**src/pic_map.vh**
```
`ifndef PIC_MAP_VH
`define PIC_MAP_VH

// Register indices; byte address is four times the index
`define PIC_IDX_STATUS_A 8'hDA
`define PIC_IDX_STATUS_B 8'hDB
`define PIC_IDX_STATUS_C 8'hDC
`define PIC_IDX_MASK_C 8'hDE
`define PIC_IDX_MASK_B 8'hDF
`define PIC_IDX_MASK_A 8'hE0
`define PIC_IDX_SOFT_CTRL 8'hE1
`define PIC_IDX_VEC_CLR 8'hE2
`define PIC_IDX_EVT_STATUS 8'hF0
`define PIC_IDX_EVT_MASK 8'hF1

// Implemented bits of each posted group
`define PIC_IMPL_A 8'hF9
`define PIC_IMPL_B 8'hFF
`define PIC_IMPL_C 8'h3F

// Field positions
`define PIC_SOFT_EN_BIT 0
`define PIC_EVT_HW_POST 0
`define PIC_EVT_SOFT_POST 1
`define PIC_EVT_OVERRUN 2
`define PIC_EVT_IMPL 3'h7

// Reset values
`define PIC_RST_BYTE 8'h00
`define PIC_RST_EVT 3'h0

`endif

```
**src/pic_top.v**
```verilog
// Contract
// - A read of a status register shows one for each posted source.
// - With soft posting off, a written zero clears that posted bit.
// - Clearing a bit that is not posted changes no interrupt state.
// - With soft posting off, a written one leaves that bit alone.
// - With soft posting on, a written zero has no effect.
// - With soft posting on, a written one posts as the source would.
// - Group a holds bus slave 7, sleep 6, SPI 5, pins 4, timer 3, supply 0.
// - Group b holds endpoints 3..0 on 7..4, frame 3, reset 2, timers 1, 0.
// - Group c holds wake on 5 and endpoints 8..4 on 4..0.
// - One enable bit picks clear-on-zero or post-on-one behaviour.
// - A masked source still posts; the mask only gates pending.
// - Any vector clear write clears every posted interrupt.
//
// The AHB-Lite register port was decided locally.
`timescale 1ns/10ps
`include "pic_map.vh"
module pic_top
(
    input wire hclk,                // System clock, 20 MHz
    input wire hresetn,             // Async reset, active low
    input wire hsel,                // AHB slave select
    input wire [31:0] haddr,        // AHB address
    input wire [1:0] htrans,        // AHB transfer type
    input wire hwrite,              // AHB write
    input wire [2:0] hsize,         // AHB size
    input wire [31:0] hwdata,       // AHB write data
    input wire hready,              // AHB ready in
    output wire hreadyout,          // AHB ready out
    output wire hresp,              // AHB response
    output wire [31:0] hrdata,      // AHB read data
    input wire sbus_slave_evt,      // Serial bus slave event
    input wire sleep_evt,           // Sleep timer event
    input wire spi_evt,             // SPI event
    input wire gpio_evt,            // General pin event
    input wire timer_zero_irq,      // Timer zero event
    input wire supply_mon_evt,      // Supply monitor event
    input wire timer_one_irq,       // Timer one event
    input wire timer_two_irq,       // Timer two event
    input wire usb_reset_evt,       // USB bus reset event
    input wire usb_sof_evt,         // USB start of frame event
    input wire [8:0] usb_ep_evt,    // USB endpoint events
    input wire usb_wake_evt,        // USB wake event
    input wire [23:0] ack_clr,      // Acknowledge clears {c,b,a}
    output reg irq_pending,         // Unmasked posted source
    output wire [23:0] posted_vec,  // Posted state {c,b,a}
    output wire soft_irq_enable,    // Soft posting mode
    output wire evt_irq             // Block event interrupt
);

    wire reg_wr;
    wire reg_rd;
    wire [7:0] reg_idx;
    wire [7:0] reg_wdata;
    reg [7:0] reg_rdata;

    wire [7:0] set_a;
    wire [7:0] set_b;
    wire [7:0] set_c;
    wire [7:0] posted_a;
    wire [7:0] posted_b;
    wire [7:0] posted_c;

    reg [7:0] irq_mask_a_q;
    reg [7:0] irq_mask_b_q;
    reg [7:0] irq_mask_c_q;
    reg soft_irq_enable_q;
    reg [2:0] evt_status_q;
    reg [2:0] evt_mask_q;
    reg [2:0] evt_set;

    wire wr_status_a;
    wire wr_status_b;
    wire wr_status_c;
    wire clr_all;
    wire [23:0] hw_set_all;
    wire [23:0] posted_all;
    wire [23:0] soft_data;
    wire [23:0] mask_all;
    wire [2:0] grp_pend;

    function sel;
        input [7:0] idx;
        input [7:0] target;
        begin
            sel = (idx == target);
        end
    endfunction

    pic_ahb_slave u_bus
    (
        .hclk(hclk),
        .hresetn(hresetn),
        .hsel(hsel),
        .haddr(haddr),
        .htrans(htrans),
        .hwrite(hwrite),
        .hsize(hsize),
        .hwdata(hwdata),
        .hready(hready),
        .hreadyout(hreadyout),
        .hresp(hresp),
        .hrdata(hrdata),
        .reg_wr(reg_wr),
        .reg_rd(reg_rd),
        .reg_idx(reg_idx),
        .reg_wdata(reg_wdata),
        .reg_rdata(reg_rdata)
    );

    // Source bit placement
    assign set_a = {sbus_slave_evt, sleep_evt, spi_evt, gpio_evt,
        timer_zero_irq, 2'h0, supply_mon_evt};
    assign set_b = {usb_ep_evt[3:0], usb_sof_evt, usb_reset_evt,
        timer_two_irq, timer_one_irq};
    assign set_c = {2'h0, usb_wake_evt, usb_ep_evt[8:4]};

    assign wr_status_a = reg_wr & sel(reg_idx, `PIC_IDX_STATUS_A);
    assign wr_status_b = reg_wr & sel(reg_idx, `PIC_IDX_STATUS_B);
    assign wr_status_c = reg_wr & sel(reg_idx, `PIC_IDX_STATUS_C);
    assign clr_all = reg_wr & sel(reg_idx, `PIC_IDX_VEC_CLR);

    // Reserved positions are dropped inside the banks, so a stray
    // one written there by firmware cannot post a phantom source
    pic_post_bank #(.IMPL(`PIC_IMPL_A)) u_bank_a
    (
        .hclk(hclk),
        .hresetn(hresetn),
        .hw_set(set_a),
        .ack_clr(ack_clr[7:0]),
        .wr_en(wr_status_a),
        .wr_data(reg_wdata),
        .soft_en(soft_irq_enable_q),
        .clr_all(clr_all),
        .posted(posted_a)
    );

    pic_post_bank #(.IMPL(`PIC_IMPL_B)) u_bank_b
    (
        .hclk(hclk),
        .hresetn(hresetn),
        .hw_set(set_b),
        .ack_clr(ack_clr[15:8]),
        .wr_en(wr_status_b),
        .wr_data(reg_wdata),
        .soft_en(soft_irq_enable_q),
        .clr_all(clr_all),
        .posted(posted_b)
    );

    pic_post_bank #(.IMPL(`PIC_IMPL_C)) u_bank_c
    (
        .hclk(hclk),
        .hresetn(hresetn),
        .hw_set(set_c),
        .ack_clr(ack_clr[23:16]),
        .wr_en(wr_status_c),
        .wr_data(reg_wdata),
        .soft_en(soft_irq_enable_q),
        .clr_all(clr_all),
        .posted(posted_c)
    );

    assign posted_all = {posted_c, posted_b, posted_a};
    assign hw_set_all = {set_c & `PIC_IMPL_C, set_b & `PIC_IMPL_B,
        set_a & `PIC_IMPL_A};
    assign soft_data = {
        wr_status_c ? reg_wdata & `PIC_IMPL_C : 8'h00,
        wr_status_b ? reg_wdata & `PIC_IMPL_B : 8'h00,
        wr_status_a ? reg_wdata & `PIC_IMPL_A : 8'h00};
    assign posted_vec = posted_all;

    // Mask, mode and event mask registers
    always @(posedge hclk or negedge hresetn)
    begin
        if (!hresetn)
        begin
            irq_mask_a_q <= `PIC_RST_BYTE;
            irq_mask_b_q <= `PIC_RST_BYTE;
            irq_mask_c_q <= `PIC_RST_BYTE;
            soft_irq_enable_q <= 1'b0;
            evt_mask_q <= `PIC_RST_EVT;
        end
        else if (reg_wr)
        begin
            if (sel(reg_idx, `PIC_IDX_MASK_A))
                irq_mask_a_q <= reg_wdata & `PIC_IMPL_A;
            if (sel(reg_idx, `PIC_IDX_MASK_B))
                irq_mask_b_q <= reg_wdata & `PIC_IMPL_B;
            if (sel(reg_idx, `PIC_IDX_MASK_C))
                irq_mask_c_q <= reg_wdata & `PIC_IMPL_C;
            if (sel(reg_idx, `PIC_IDX_SOFT_CTRL))
                soft_irq_enable_q <= reg_wdata[`PIC_SOFT_EN_BIT];
            if (sel(reg_idx, `PIC_IDX_EVT_MASK))
                evt_mask_q <= reg_wdata[2:0] & `PIC_EVT_IMPL;
        end
    end

    assign soft_irq_enable = soft_irq_enable_q;

    assign mask_all = {irq_mask_c_q, irq_mask_b_q, irq_mask_a_q};

    // Mask only gates the pending output, posting goes on regardless
    genvar g;
    generate
        for (g = 0; g < 3; g = g + 1)
        begin : g_pend
            assign grp_pend[g] = |(posted_all[8*g+7:8*g]
                & mask_all[8*g+7:8*g]);
        end
    endgenerate

    // Vector clear drops pending at once instead of a cycle late
    always @(posedge hclk or negedge hresetn)
    begin
        if (!hresetn)
            irq_pending <= 1'b0;
        else if (clr_all)
            irq_pending <= 1'b0;
        else
            irq_pending <= |grp_pend;
    end

    // Block events: new source post, software post, source post onto a
    // bit already set (the second event is merged and lost)
    always @*
    begin
        evt_set = 3'h0;
        evt_set[`PIC_EVT_HW_POST] = |(hw_set_all & ~posted_all);
        evt_set[`PIC_EVT_SOFT_POST] = soft_irq_enable_q & |soft_data;
        evt_set[`PIC_EVT_OVERRUN] = |(hw_set_all & posted_all);
    end

    // Write one to clear; a new event in the same cycle stays set
    always @(posedge hclk or negedge hresetn)
    begin
        if (!hresetn)
            evt_status_q <= `PIC_RST_EVT;
        else if (reg_wr & sel(reg_idx, `PIC_IDX_EVT_STATUS))
            evt_status_q <= (evt_status_q & ~reg_wdata[2:0]) | evt_set;
        else
            evt_status_q <= evt_status_q | evt_set;
    end

    assign evt_irq = |(evt_status_q & evt_mask_q);

    // Read data; vector clear reads as zero as vectoring lives elsewhere
    always @*
    begin
        reg_rdata = 8'h00;
        if (reg_rd)
        begin
            case (reg_idx)
                `PIC_IDX_STATUS_A: reg_rdata = posted_a;
                `PIC_IDX_STATUS_B: reg_rdata = posted_b;
                `PIC_IDX_STATUS_C: reg_rdata = posted_c;
                `PIC_IDX_MASK_A: reg_rdata = irq_mask_a_q;
                `PIC_IDX_MASK_B: reg_rdata = irq_mask_b_q;
                `PIC_IDX_MASK_C: reg_rdata = irq_mask_c_q;
                `PIC_IDX_SOFT_CTRL: reg_rdata = {7'h00, soft_irq_enable_q};
                `PIC_IDX_EVT_STATUS: reg_rdata = {5'h00, evt_status_q};
                `PIC_IDX_EVT_MASK: reg_rdata = {5'h00, evt_mask_q};
                default: reg_rdata = 8'h00;
            endcase
        end
    end

endmodule

```
**src/pic_post_bank.v**
```verilog
`timescale 1ns/10ps
module pic_post_bank
#(
    parameter [7:0] IMPL = 8'hFF
)
(
    input wire hclk,                // System clock
    input wire hresetn,             // Async reset, active low
    input wire [7:0] hw_set,        // Source event pulses
    input wire [7:0] ack_clr,       // Clear on acknowledge
    input wire wr_en,               // Firmware write strobe
    input wire [7:0] wr_data,       // Firmware write data
    input wire soft_en,             // Software post mode
    input wire clr_all,             // Vector clear write
    output wire [7:0] posted        // Posted state
);

    genvar i;
    generate
        for (i = 0; i < 8; i = i + 1)
        begin : g_bit
            wire sw_set;
            wire sw_clr;
            reg bit_q;
            // Post on one only in software mode
            assign sw_set = wr_en & soft_en & wr_data[i];
            // Clear on zero only with software mode off
            assign sw_clr = (wr_en & ~soft_en & ~wr_data[i])
                | clr_all | ack_clr[i];
            // Each bit owns its flop, so no vector has several drivers
            always @(posedge hclk or negedge hresetn)
            begin
                if (!hresetn)
                    bit_q <= 1'b0;
                else if (!IMPL[i])
                    bit_q <= 1'b0;
                else if (hw_set[i] | sw_set)
                    bit_q <= 1'b1;
                else if (sw_clr)
                    bit_q <= 1'b0;
            end
            assign posted[i] = bit_q;
        end
    endgenerate

endmodule

```
**src/pic_ahb_slave.v**
```verilog
`timescale 1ns/10ps
module pic_ahb_slave
(
    input wire hclk,                // System clock
    input wire hresetn,             // Async reset, active low
    input wire hsel,                // Slave select
    input wire [31:0] haddr,        // Byte address
    input wire [1:0] htrans,        // Transfer type
    input wire hwrite,              // Write when high
    input wire [2:0] hsize,         // Transfer size
    input wire [31:0] hwdata,       // Write data
    input wire hready,              // Bus ready
    output wire hreadyout,          // Slave ready
    output wire hresp,              // Always OKAY
    output reg [31:0] hrdata,       // Read data
    output wire reg_wr,             // Register write pulse
    output wire reg_rd,             // Register read pulse
    output wire [7:0] reg_idx,      // Register index
    output wire [7:0] reg_wdata,    // Register write byte
    input wire [7:0] reg_rdata      // Register read byte
);

    reg ph_wr_q;
    reg ph_rd_q;
    reg rd_done_q;
    reg ok_q;
    reg [7:0] idx_q;
    wire take;
    wire mapped;

    assign take = hsel & htrans[1] & hready;
    // Whole aligned words inside the block's 1 KB window only
    assign mapped = (haddr[31:10] == 22'h000000) &
        (haddr[1:0] == 2'h0) & (hsize == 3'h2);

    always @(posedge hclk or negedge hresetn)
    begin
        if (!hresetn)
        begin
            ph_wr_q <= 1'b0;
            ph_rd_q <= 1'b0;
            rd_done_q <= 1'b0;
            ok_q <= 1'b0;
            idx_q <= 8'h00;
            hrdata <= 32'h00000000;
        end
        else
        begin
            rd_done_q <= ph_rd_q & ~rd_done_q;
            if (take)
            begin
                ph_wr_q <= hwrite;
                ph_rd_q <= ~hwrite;
                ok_q <= mapped;
                idx_q <= haddr[9:2];
            end
            else if (hreadyout)
            begin
                ph_wr_q <= 1'b0;
                ph_rd_q <= 1'b0;
            end
            // One wait state so read data comes from a flop
            if (ph_rd_q & ~rd_done_q)
                hrdata <= {24'h000000, ok_q ? reg_rdata : 8'h00};
        end
    end

    assign hreadyout = ~(ph_rd_q & ~rd_done_q);
    assign hresp = 1'b0;
    assign reg_wr = ph_wr_q & ok_q;
    assign reg_rd = ph_rd_q & ~rd_done_q & ok_q;
    assign reg_idx = idx_q;
    assign reg_wdata = hwdata[7:0];

endmodule

```
**config.mk**
```make
export PLATFORM = sky130hd
export DESIGN_NAME = pic_top
export DESIGN_NICKNAME = d
export VERILOG_FILES = /design/src/pic_top.v /design/src/pic_post_bank.v /design/src/pic_ahb_slave.v
export VERILOG_INCLUDE_DIRS = /design/src /design/src/src
export SDC_FILE = /design/constraint.sdc
export NUM_CORES = 1
export LEC_CHECK = 0
export BUFFER_PORTS_ARGS = -buffer_cell sky130_fd_sc_hd__buf_4
export CORE_MARGIN = 2
export CORE_UTILIZATION = 39
export DETAILED_ROUTE_END_ITERATION = 16
export PLACE_DENSITY = 0.66
export SLEW_MARGIN = 10
export SYNTH_ARGS = -nofsm -noshare
export SYNTH_HDL_FRONTEND = slang
export SYNTH_SLANG_ARGS = --single-unit
export TNS_END_PERCENT = 30
```
**constraint.sdc**
```tcl
create_clock -name hclk -period 2.64 [get_ports hclk]
set_clock_uncertainty 0.15 [all_clocks]
set_input_delay 0.528 -clock hclk [delete_from_list [all_inputs] [get_ports hclk]]
set_output_delay 0.528 -clock hclk [all_outputs]
set_load 0.01 [all_outputs]
```
==> results.sh, run 1 <==
export IMPL_final_core_util=0.501
export IMPL_wl_um=13900
export IMPL_fin_crit_sh=0.905
export IMPL_grt_ovfl_total=0
export IMPL_wl_met1_um=5970
export IMPL_path_clk_slew_ns=0.08
export IMPL_cp_cell_sequence="and4b_1 > and4bb_2 > a21oi_1 > a31oi_1 > o21bai_1"
export IMPL_total_leakage_power_uw=0.00259
export IMPL_synth_edf_count=0
export IMPL_met3WireLength_um=1180
export IMPL_place_congestion=0.981
export IMPL_highest_layer="met4"
export IMPL_synth_most_common_cell="dfrtp_1"
export IMPL_synth_main_ff_cell="dfrtp_1"
export IMPL_htree_levels=3
export IMPL_netlist_cell_type_count=56
export IMPL_maxCapViolCount=0
export IMPL_ir_worst_vdd_mv=0.222
export IMPL_clockBufferDepth=2
export IMPL_fp_dieArea_mm2=0.0120
export IMPL_yosysTopAreaCell="dfrtp_1"
export IMPL_start_kind="register"
export IMPL_grt_pass1_wl_um=21200
export IMPL_setup_viol=0
export IMPL_drtIter0Drc=287
export IMPL_die_w_um=109
export IMPL_syn_cell_area_mm2=0.00434
export IMPL_syn_to_final_growth_pct=25.0
export IMPL_crit_buf_inv=0
export IMPL_switchingPower_uw=833
export IMPL_ctsResizeCount=0
export IMPL_numCtsBuffers=9
export IMPL_dr_pass1_iters=5
export IMPL_cts_root_buf="clkbuf_8"
export IMPL_vias=4019
export IMPL_io_buffer_count=120
export IMPL_start_util=0.400
export IMPL_p_int_uw=2020
export IMPL_multi_input_area_mm2=0.00216
export IMPL_fin_total_pwr_uw=2860
export IMPL_finalHoldViolCount=0
export IMPL_final_antenna_net_count=0
export IMPL_seqPwrFrac=0.417
export IMPL_drc_errors=0
export IMPL_status="complete, no violations"
export IMPL_io_pin_count=179
export IMPL_rr_endpoint="u_bank_b.g_bit[3].bit_q"
export IMPL_post_synth_most_frequent_cells="dfrtp_1 (68), buf_4 (49), inv_1 (42), mux2_2 (39), nand2_1 (25)"
export IMPL_seq_area_mm2=0.00170
export IMPL_fin_nets=684
export IMPL_fin_crit_ns=2.39
export IMPL_via_per_inst=5.65
export IMPL_seq_area_frac_synth=0.392
export IMPL_cpPeakStageDelay_ns=0.71
export IMPL_postCtsSetupRepairBufs=0
export IMPL_dr_wl_met2_um=6460
export IMPL_drive_gt1_frac=0.342
export IMPL_grt_max_degree=69
export IMPL_crit_family="compound AO/OA/AOI/OAI gates"
export IMPL_hpwl_um=10700
export IMPL_grt_pass1_vias=3743
export IMPL_rsz0062_at_grt="false"
export IMPL_synth_top_area_share=0.392
export IMPL_worst_setup_path_type="reg -> reg"
export IMPL_p_sw_frac=0.291
export IMPL_relSlewSlack=0.396
export IMPL_hold_path_class="in -> async"
export IMPL_finalMaxSlewViolations=0
export IMPL_crit_slowest_cell="a21oi_1"
export IMPL_n_fill_cell=1025
export IMPL_synthTopCellsByArea="dfrtp_1 (39%), mux2_2 (10%), buf_4 (8.5%)"
export IMPL_max_freq_mhz=419
export IMPL_syn_avg_cell_area_um2=9.44
export IMPL_ys_warn_count=0
export IMPL_ys_ff_latch=68
export IMPL_worst_slew_pin_slew_ns=0.906
export IMPL_cts_sinks=68
export IMPL_rows=38
export IMPL_cp_required_ns=2.76
export IMPL_cp_end_kind="register"
export IMPL_cts_tree="done"
export IMPL_worstPathArrival_ns=2.51
export IMPL_dieHeight_um=109
export IMPL_setup_tns_ns=0
export IMPL_grt_total_usage=0.239
export IMPL_clkLatencyLatePin_ns=0.36
export IMPL_worstSetupPathDepth=5
export IMPL_wl_per_cell_um=19.5
export IMPL_async_reset_ff_frac=1.00
export IMPL_reg2reg_setup_slack_ns=0.25
export IMPL_rr_startpoint="u_bus.reg_idx[4]"
export IMPL_crit_path_max_fanout=8
export IMPL_comb_power_share=0.203
export IMPL_reg2regPathDepth=5
export IMPL_clkPwrFrac=0.380
export IMPL_antenna_cells=0
export IMPL_antenna_found_initial=0
export IMPL_synthCells=460
export IMPL_powerDensity_mw_per_mm2=526
export IMPL_cts_hold_buf=0
export IMPL_core_area_mm2=0.0108
[worst reg2reg max path, cell delays in order, from the launching register on]
cell and delay [ns]:
dfrtp_1 0.50, and4b_1 0.29, and4bb_2 0.29, a21oi_1 0.72, a31oi_1 0.18, o21bai_1 0.18
[final cells by class]
cell class	count	area share
Clock buffer	10	0.0254
Clock inverter	6	0.0205
Inverter	43	0.0297
Multi-Input combinational cell	313	0.397
Sequential cell	68	0.314
Tap cell	140	0.0323
Timing Repair Buffer	131	0.181
[logic make-up after synthesis]
logic type | Yosys count | share of synthesized area
compound gates | 128 | 0.216
buf+inv | 107 | 0.135
flops | 68 | 0.392
mux | 43 | 0.110
other cells | 1 | 0.000864
simple gates | 113 | 0.146
[flip-flops by register name (all words and copies together), names as in the netlist]
register,cells
u_bus.reg_idx,8
irq_mask_b_q,8
evt_mask_q,3
u_bus.rd_done_q,1
soft_irq_enable,1
u_bus.ph_wr_q,1
u_bus.hrdata,8
u_bank_a.g_bit.bit_q,6
irq_mask_a_q,6
irq_mask_c_q,6
u_bank_c.g_bit.bit_q,6
irq_pending,1
u_bank_b.g_bit.bit_q,8
u_bus.ph_rd_q,1
evt_status_q,3
u_bus.ok_q,1
[how the worst max path moves through the flow]
| stage | from | slack (ns) | endpoint |
|---|---|---|---|
| 2_1_floorplan | u_bus.reg_idx[3] | 0.54 | irq_mask_a_q[3] |
| 3_3_place_gp | usb_ep_evt[4] | 0.20 | evt_status_q[0] |
| 3_5_place_dp | usb_ep_evt[4] | 0.23 | evt_status_q[0] |
| 4_1_cts | u_bus.reg_idx[4] | 0.31 | u_bank_b.g_bit[4].bit_q |
| 5_1_grt | u_bus.reg_idx[4] | 0.16 | u_bank_b.g_bit[1].bit_q |
| 6_report | u_bus.reg_idx[4] | 0.25 | u_bank_b.g_bit[3].bit_q |
[metrics by stage]
stage | area [um2] | hold WS [ns] | std cells | setup slack, ns
floorplan | 4450 | 0.0824 | 488 | 0.544
global placement | 5180 | 0.316 | 695 | 0.204
detailed placement | 5180 | 0.325 | 695 | 0.235
CTS | 5430 | 0.172 | 711 | 0.305
global route | 5430 | 0.197 | 711 | 0.157
finish | 5430 | 0.123 | 711 | 0.252
[layer usage]
layer,vias to the layer above,GRT usage
li1,1840,-
met1,1963,0.334
met2,188,0.362
met3,28,0.0522
met4,0,0.0859
met5,-,0
[cells in the final DEF (no fill, tap or decap), drive strengths merged, types with 9 or more instances in the layout]
master  instances
a221oi         13
a22oi          14
a31oi          19
buf           131
clkbuf         10
conb           29
dfrtp          68
inv            43
mux2           39
nand2          25
nand3          13
nor2           23
nor2b          10
nor3            9
o21ai          22
o21bai          9
o31a           14
[power groups by stage]
stage / Clock (uW) / Sequential (uW) / Combinational [uW]
after floorplan: 0 / 1160 / 385
after global placement: 0 / 1210 / 568
after detailed placement: 0 / 1210 / 576
after CTS: 1090 / 1190 / 578
after global routing: 1150 / 1200 / 634
final: 1080 / 1190 / 580
No activity file was read; power rests on OpenSTA's default activity.
==> inputs of run 2 (changes only) <==
--- a/config.mk
+++ b/config.mk
@@ -6,11 +6,12 @@
 export SDC_FILE = /design/constraint.sdc
 export NUM_CORES = 1
 export LEC_CHECK = 0
+export ABC_AREA = 1
 export BUFFER_PORTS_ARGS = -buffer_cell sky130_fd_sc_hd__buf_4
 export CORE_MARGIN = 2
 export CORE_UTILIZATION = 39
 export DETAILED_ROUTE_END_ITERATION = 16
-export PLACE_DENSITY = 0.66
+export PLACE_DENSITY = 0.67
 export SLEW_MARGIN = 10
 export SYNTH_ARGS = -nofsm -noshare
 export SYNTH_HDL_FRONTEND = slang
==> results.sh, run 2 <==
export IMPL_worst_slew_pin_slew_ns=0.891
export IMPL_rsz0062_at_grt="false"
export IMPL_grt_pass1_wl_um=22100
export IMPL_async_reset_ff_frac=1.00
export IMPL_clkLatencyLatePin_ns=0.35
export IMPL_place_ws_ns=0.629
export IMPL_core_area_mm2=0.0108
export IMPL_synth_most_common_cell="nand2_1"
export IMPL_final_cell_mix="nand2_1 (154), buf_4 (123), inv_1 (72)"
export IMPL_wl_um=14200
export IMPL_cp_required_ns=2.72
export IMPL_cp_end_kind="register"
export IMPL_die_w_um=109
export IMPL_ys_warn_count=0
export IMPL_synthTopCellsByArea="dfrtp_1 (39%), nand2_1 (13%), buf_4 (9.2%)"
export IMPL_post_synth_most_frequent_cells="nand2_1 (154), inv_1 (72), dfrtp_1 (68), buf_4 (53), nand3_1 (50)"
export IMPL_ctsResizeCount=0
export IMPL_io_buffer_count=120
export IMPL_fin_crit_sh=0.787
export IMPL_start_util=0.399
export IMPL_max_freq_mhz=481
export IMPL_crit_slowest_cell="dfrtp_1"
export IMPL_powerDensity_mw_per_mm2=509
export IMPL_syn_cell_area_mm2=0.00432
export IMPL_drc_errors=0
export IMPL_grt_pass1_vias=4237
export IMPL_n_fill_cell=1116
export IMPL_fp_dieArea_mm2=0.0119
export IMPL_worst_setup_path_type="reg -> reg"
export IMPL_crit_family="simple AND/OR/NAND/NOR gates"
export IMPL_path_clk_slew_ns=0.08
export IMPL_cts_tree="done"
export IMPL_antenna_cells=0
export IMPL_cts_sinks=68
export IMPL_synth_edf_count=0
export IMPL_total_leakage_power_uw=0.00279
export IMPL_cts_hold_buf=0
export IMPL_yosysTopAreaCell="dfrtp_1"
export IMPL_start_kind="register"
export IMPL_hpwl_um=10900
export IMPL_synthCells=602
export IMPL_cts_root_buf="clkbuf_8"
export IMPL_cpPeakStageDelay_ns=0.40
export IMPL_netlist_cell_type_count=29
export IMPL_final_antenna_net_count=0
export IMPL_worstPathArrival_ns=2.16
export IMPL_cp_cell_sequence="inv_1 > nand2_1 > nor2_4 > nand2_1 > inv_2 > nand2_2 > nand2_1 > o21ai_1"
export IMPL_seq_area_frac_synth=0.394
export IMPL_status="complete, no violations"
export IMPL_numCtsBuffers=9
export IMPL_maxCapViolCount=0
export IMPL_antenna_found_initial=0
export IMPL_hold_path_class="in -> async"
export IMPL_relSlewSlack=0.406
export IMPL_fin_crit_ns=2.08
export IMPL_setup_viol=0
export IMPL_clockBufferDepth=2
export IMPL_io_pin_count=179
export IMPL_dieHeight_um=109
export IMPL_synth_main_ff_cell="dfrtp_1"
export IMPL_dr_pass1_iters=5
export IMPL_postCtsSetupRepairBufs=0
export IMPL_crit_path_max_fanout=16
export IMPL_via_per_inst=5.09
export IMPL_finalHoldViolCount=0
export IMPL_setup_tns_ns=0
export IMPL_finalMaxSlewViolations=0
export IMPL_crit_buf_inv=2
export IMPL_grt_max_degree=69
export IMPL_fin_ws_ns=0.563
export IMPL_final_common_cell="nand2_1"
export IMPL_ys_ff_latch=68
export IMPL_drtIter0Drc=395
export IMPL_grt_ovfl_total=0
export IMPL_syn_avg_cell_area_um2=7.18
export IMPL_vias=4340
export IMPL_synth_top_area_share=0.394
export IMPL_htree_levels=3
export IMPL_place_congestion=0.931
export IMPL_grt_total_usage=0.247
export IMPL_rows=38
export IMPL_cp_common_cell="nand2_1"
export IMPL_syn_to_final_growth_pct=23.8
export IMPL_ir_worst_vdd_mv=0.298
export IMPL_wl_per_cell_um=16.7
export IMPL_fin_nets=825
export IMPL_final_core_util=0.494
export IMPL_drive_gt1_frac=0.240
run 2: worst reg2reg max path, stage by stage, from the launching register on:
cell	delay, ns
dfrtp_1	0.40
inv_1	0.08
nand2_1	0.08
nor2_4	0.36
nand2_1	0.25
inv_2	0.17
nand2_2	0.24
nand2_1	0.15
o21ai_1	0.07
run 2: layout make-up:
class,count,area [um2],area share
Clock buffer,10,138,0.0257
Clock inverter,6,111,0.0208
Inverter,80,303,0.0566
Multi-Input combinational cell,425,2000,0.373
Sequential cell,68,1700,0.318
Tap cell,140,175,0.0327
Timing Repair Buffer,123,923,0.173
run 2: path summary, 6_finish.rpt:
kind,startpoint,cells after the start,end,slack [ns]
worst max-delay path,u_bus.reg_idx[5],8,irq_mask_b_q[1],0.56
worst min-delay path,hresetn,1,u_bank_a.g_bit[6].bit_q,0.15
worst max register to register,u_bus.reg_idx[5],8,irq_mask_b_q[1],0.56
worst min register to register,u_bus.rd_done_q,1,u_bus.rd_done_q,0.30
max in group asynchronous,hresetn,1,evt_mask_q[1],1.62
min in group hclk,haddr[9],3,u_bus.reg_idx[7],0.22
run 2: cells by family after synthesis:
logic type / count (synthesis) / share of synthesized area
AO/OA/AOI/OAI: 102 / 0.129
buffers and inverters: 137 / 0.168
flip-flops: 68 / 0.394
other: 1 / 0.000868
AND/OR/NAND/NOR: 294 / 0.308
run 2: through the flow:
step	std cells	area, um2	hold WS, ns	total power, uW
CTS	852	5350	0.177	2730
floorplan	630	4430	0.0824	1450
detailed placement	836	5100	0.298	1650
finish	852	5350	0.149	2720
global route	852	5350	0.211	2840
global placement	836	5100	0.286	1640
run 2: metal layers:
layer / part of all wire / up-vias / GRT usage
li1: - / 2090 / -
met1: 0.45 / 2030 / 0.347
met2: 0.46 / 195 / 0.400
met3: 0.069 / 25 / 0.0335
met4: 0.019 / 0 / 0.0714
met5: 0 / - / 0
run 2: power by group:
part	internal (uW)	switching, uW	total [uW]	leakage [uW]
sequential	1090	51.3	1150	0.000734
clock	653	438	1090	0.000122
combinational	193	291	484	0.00193
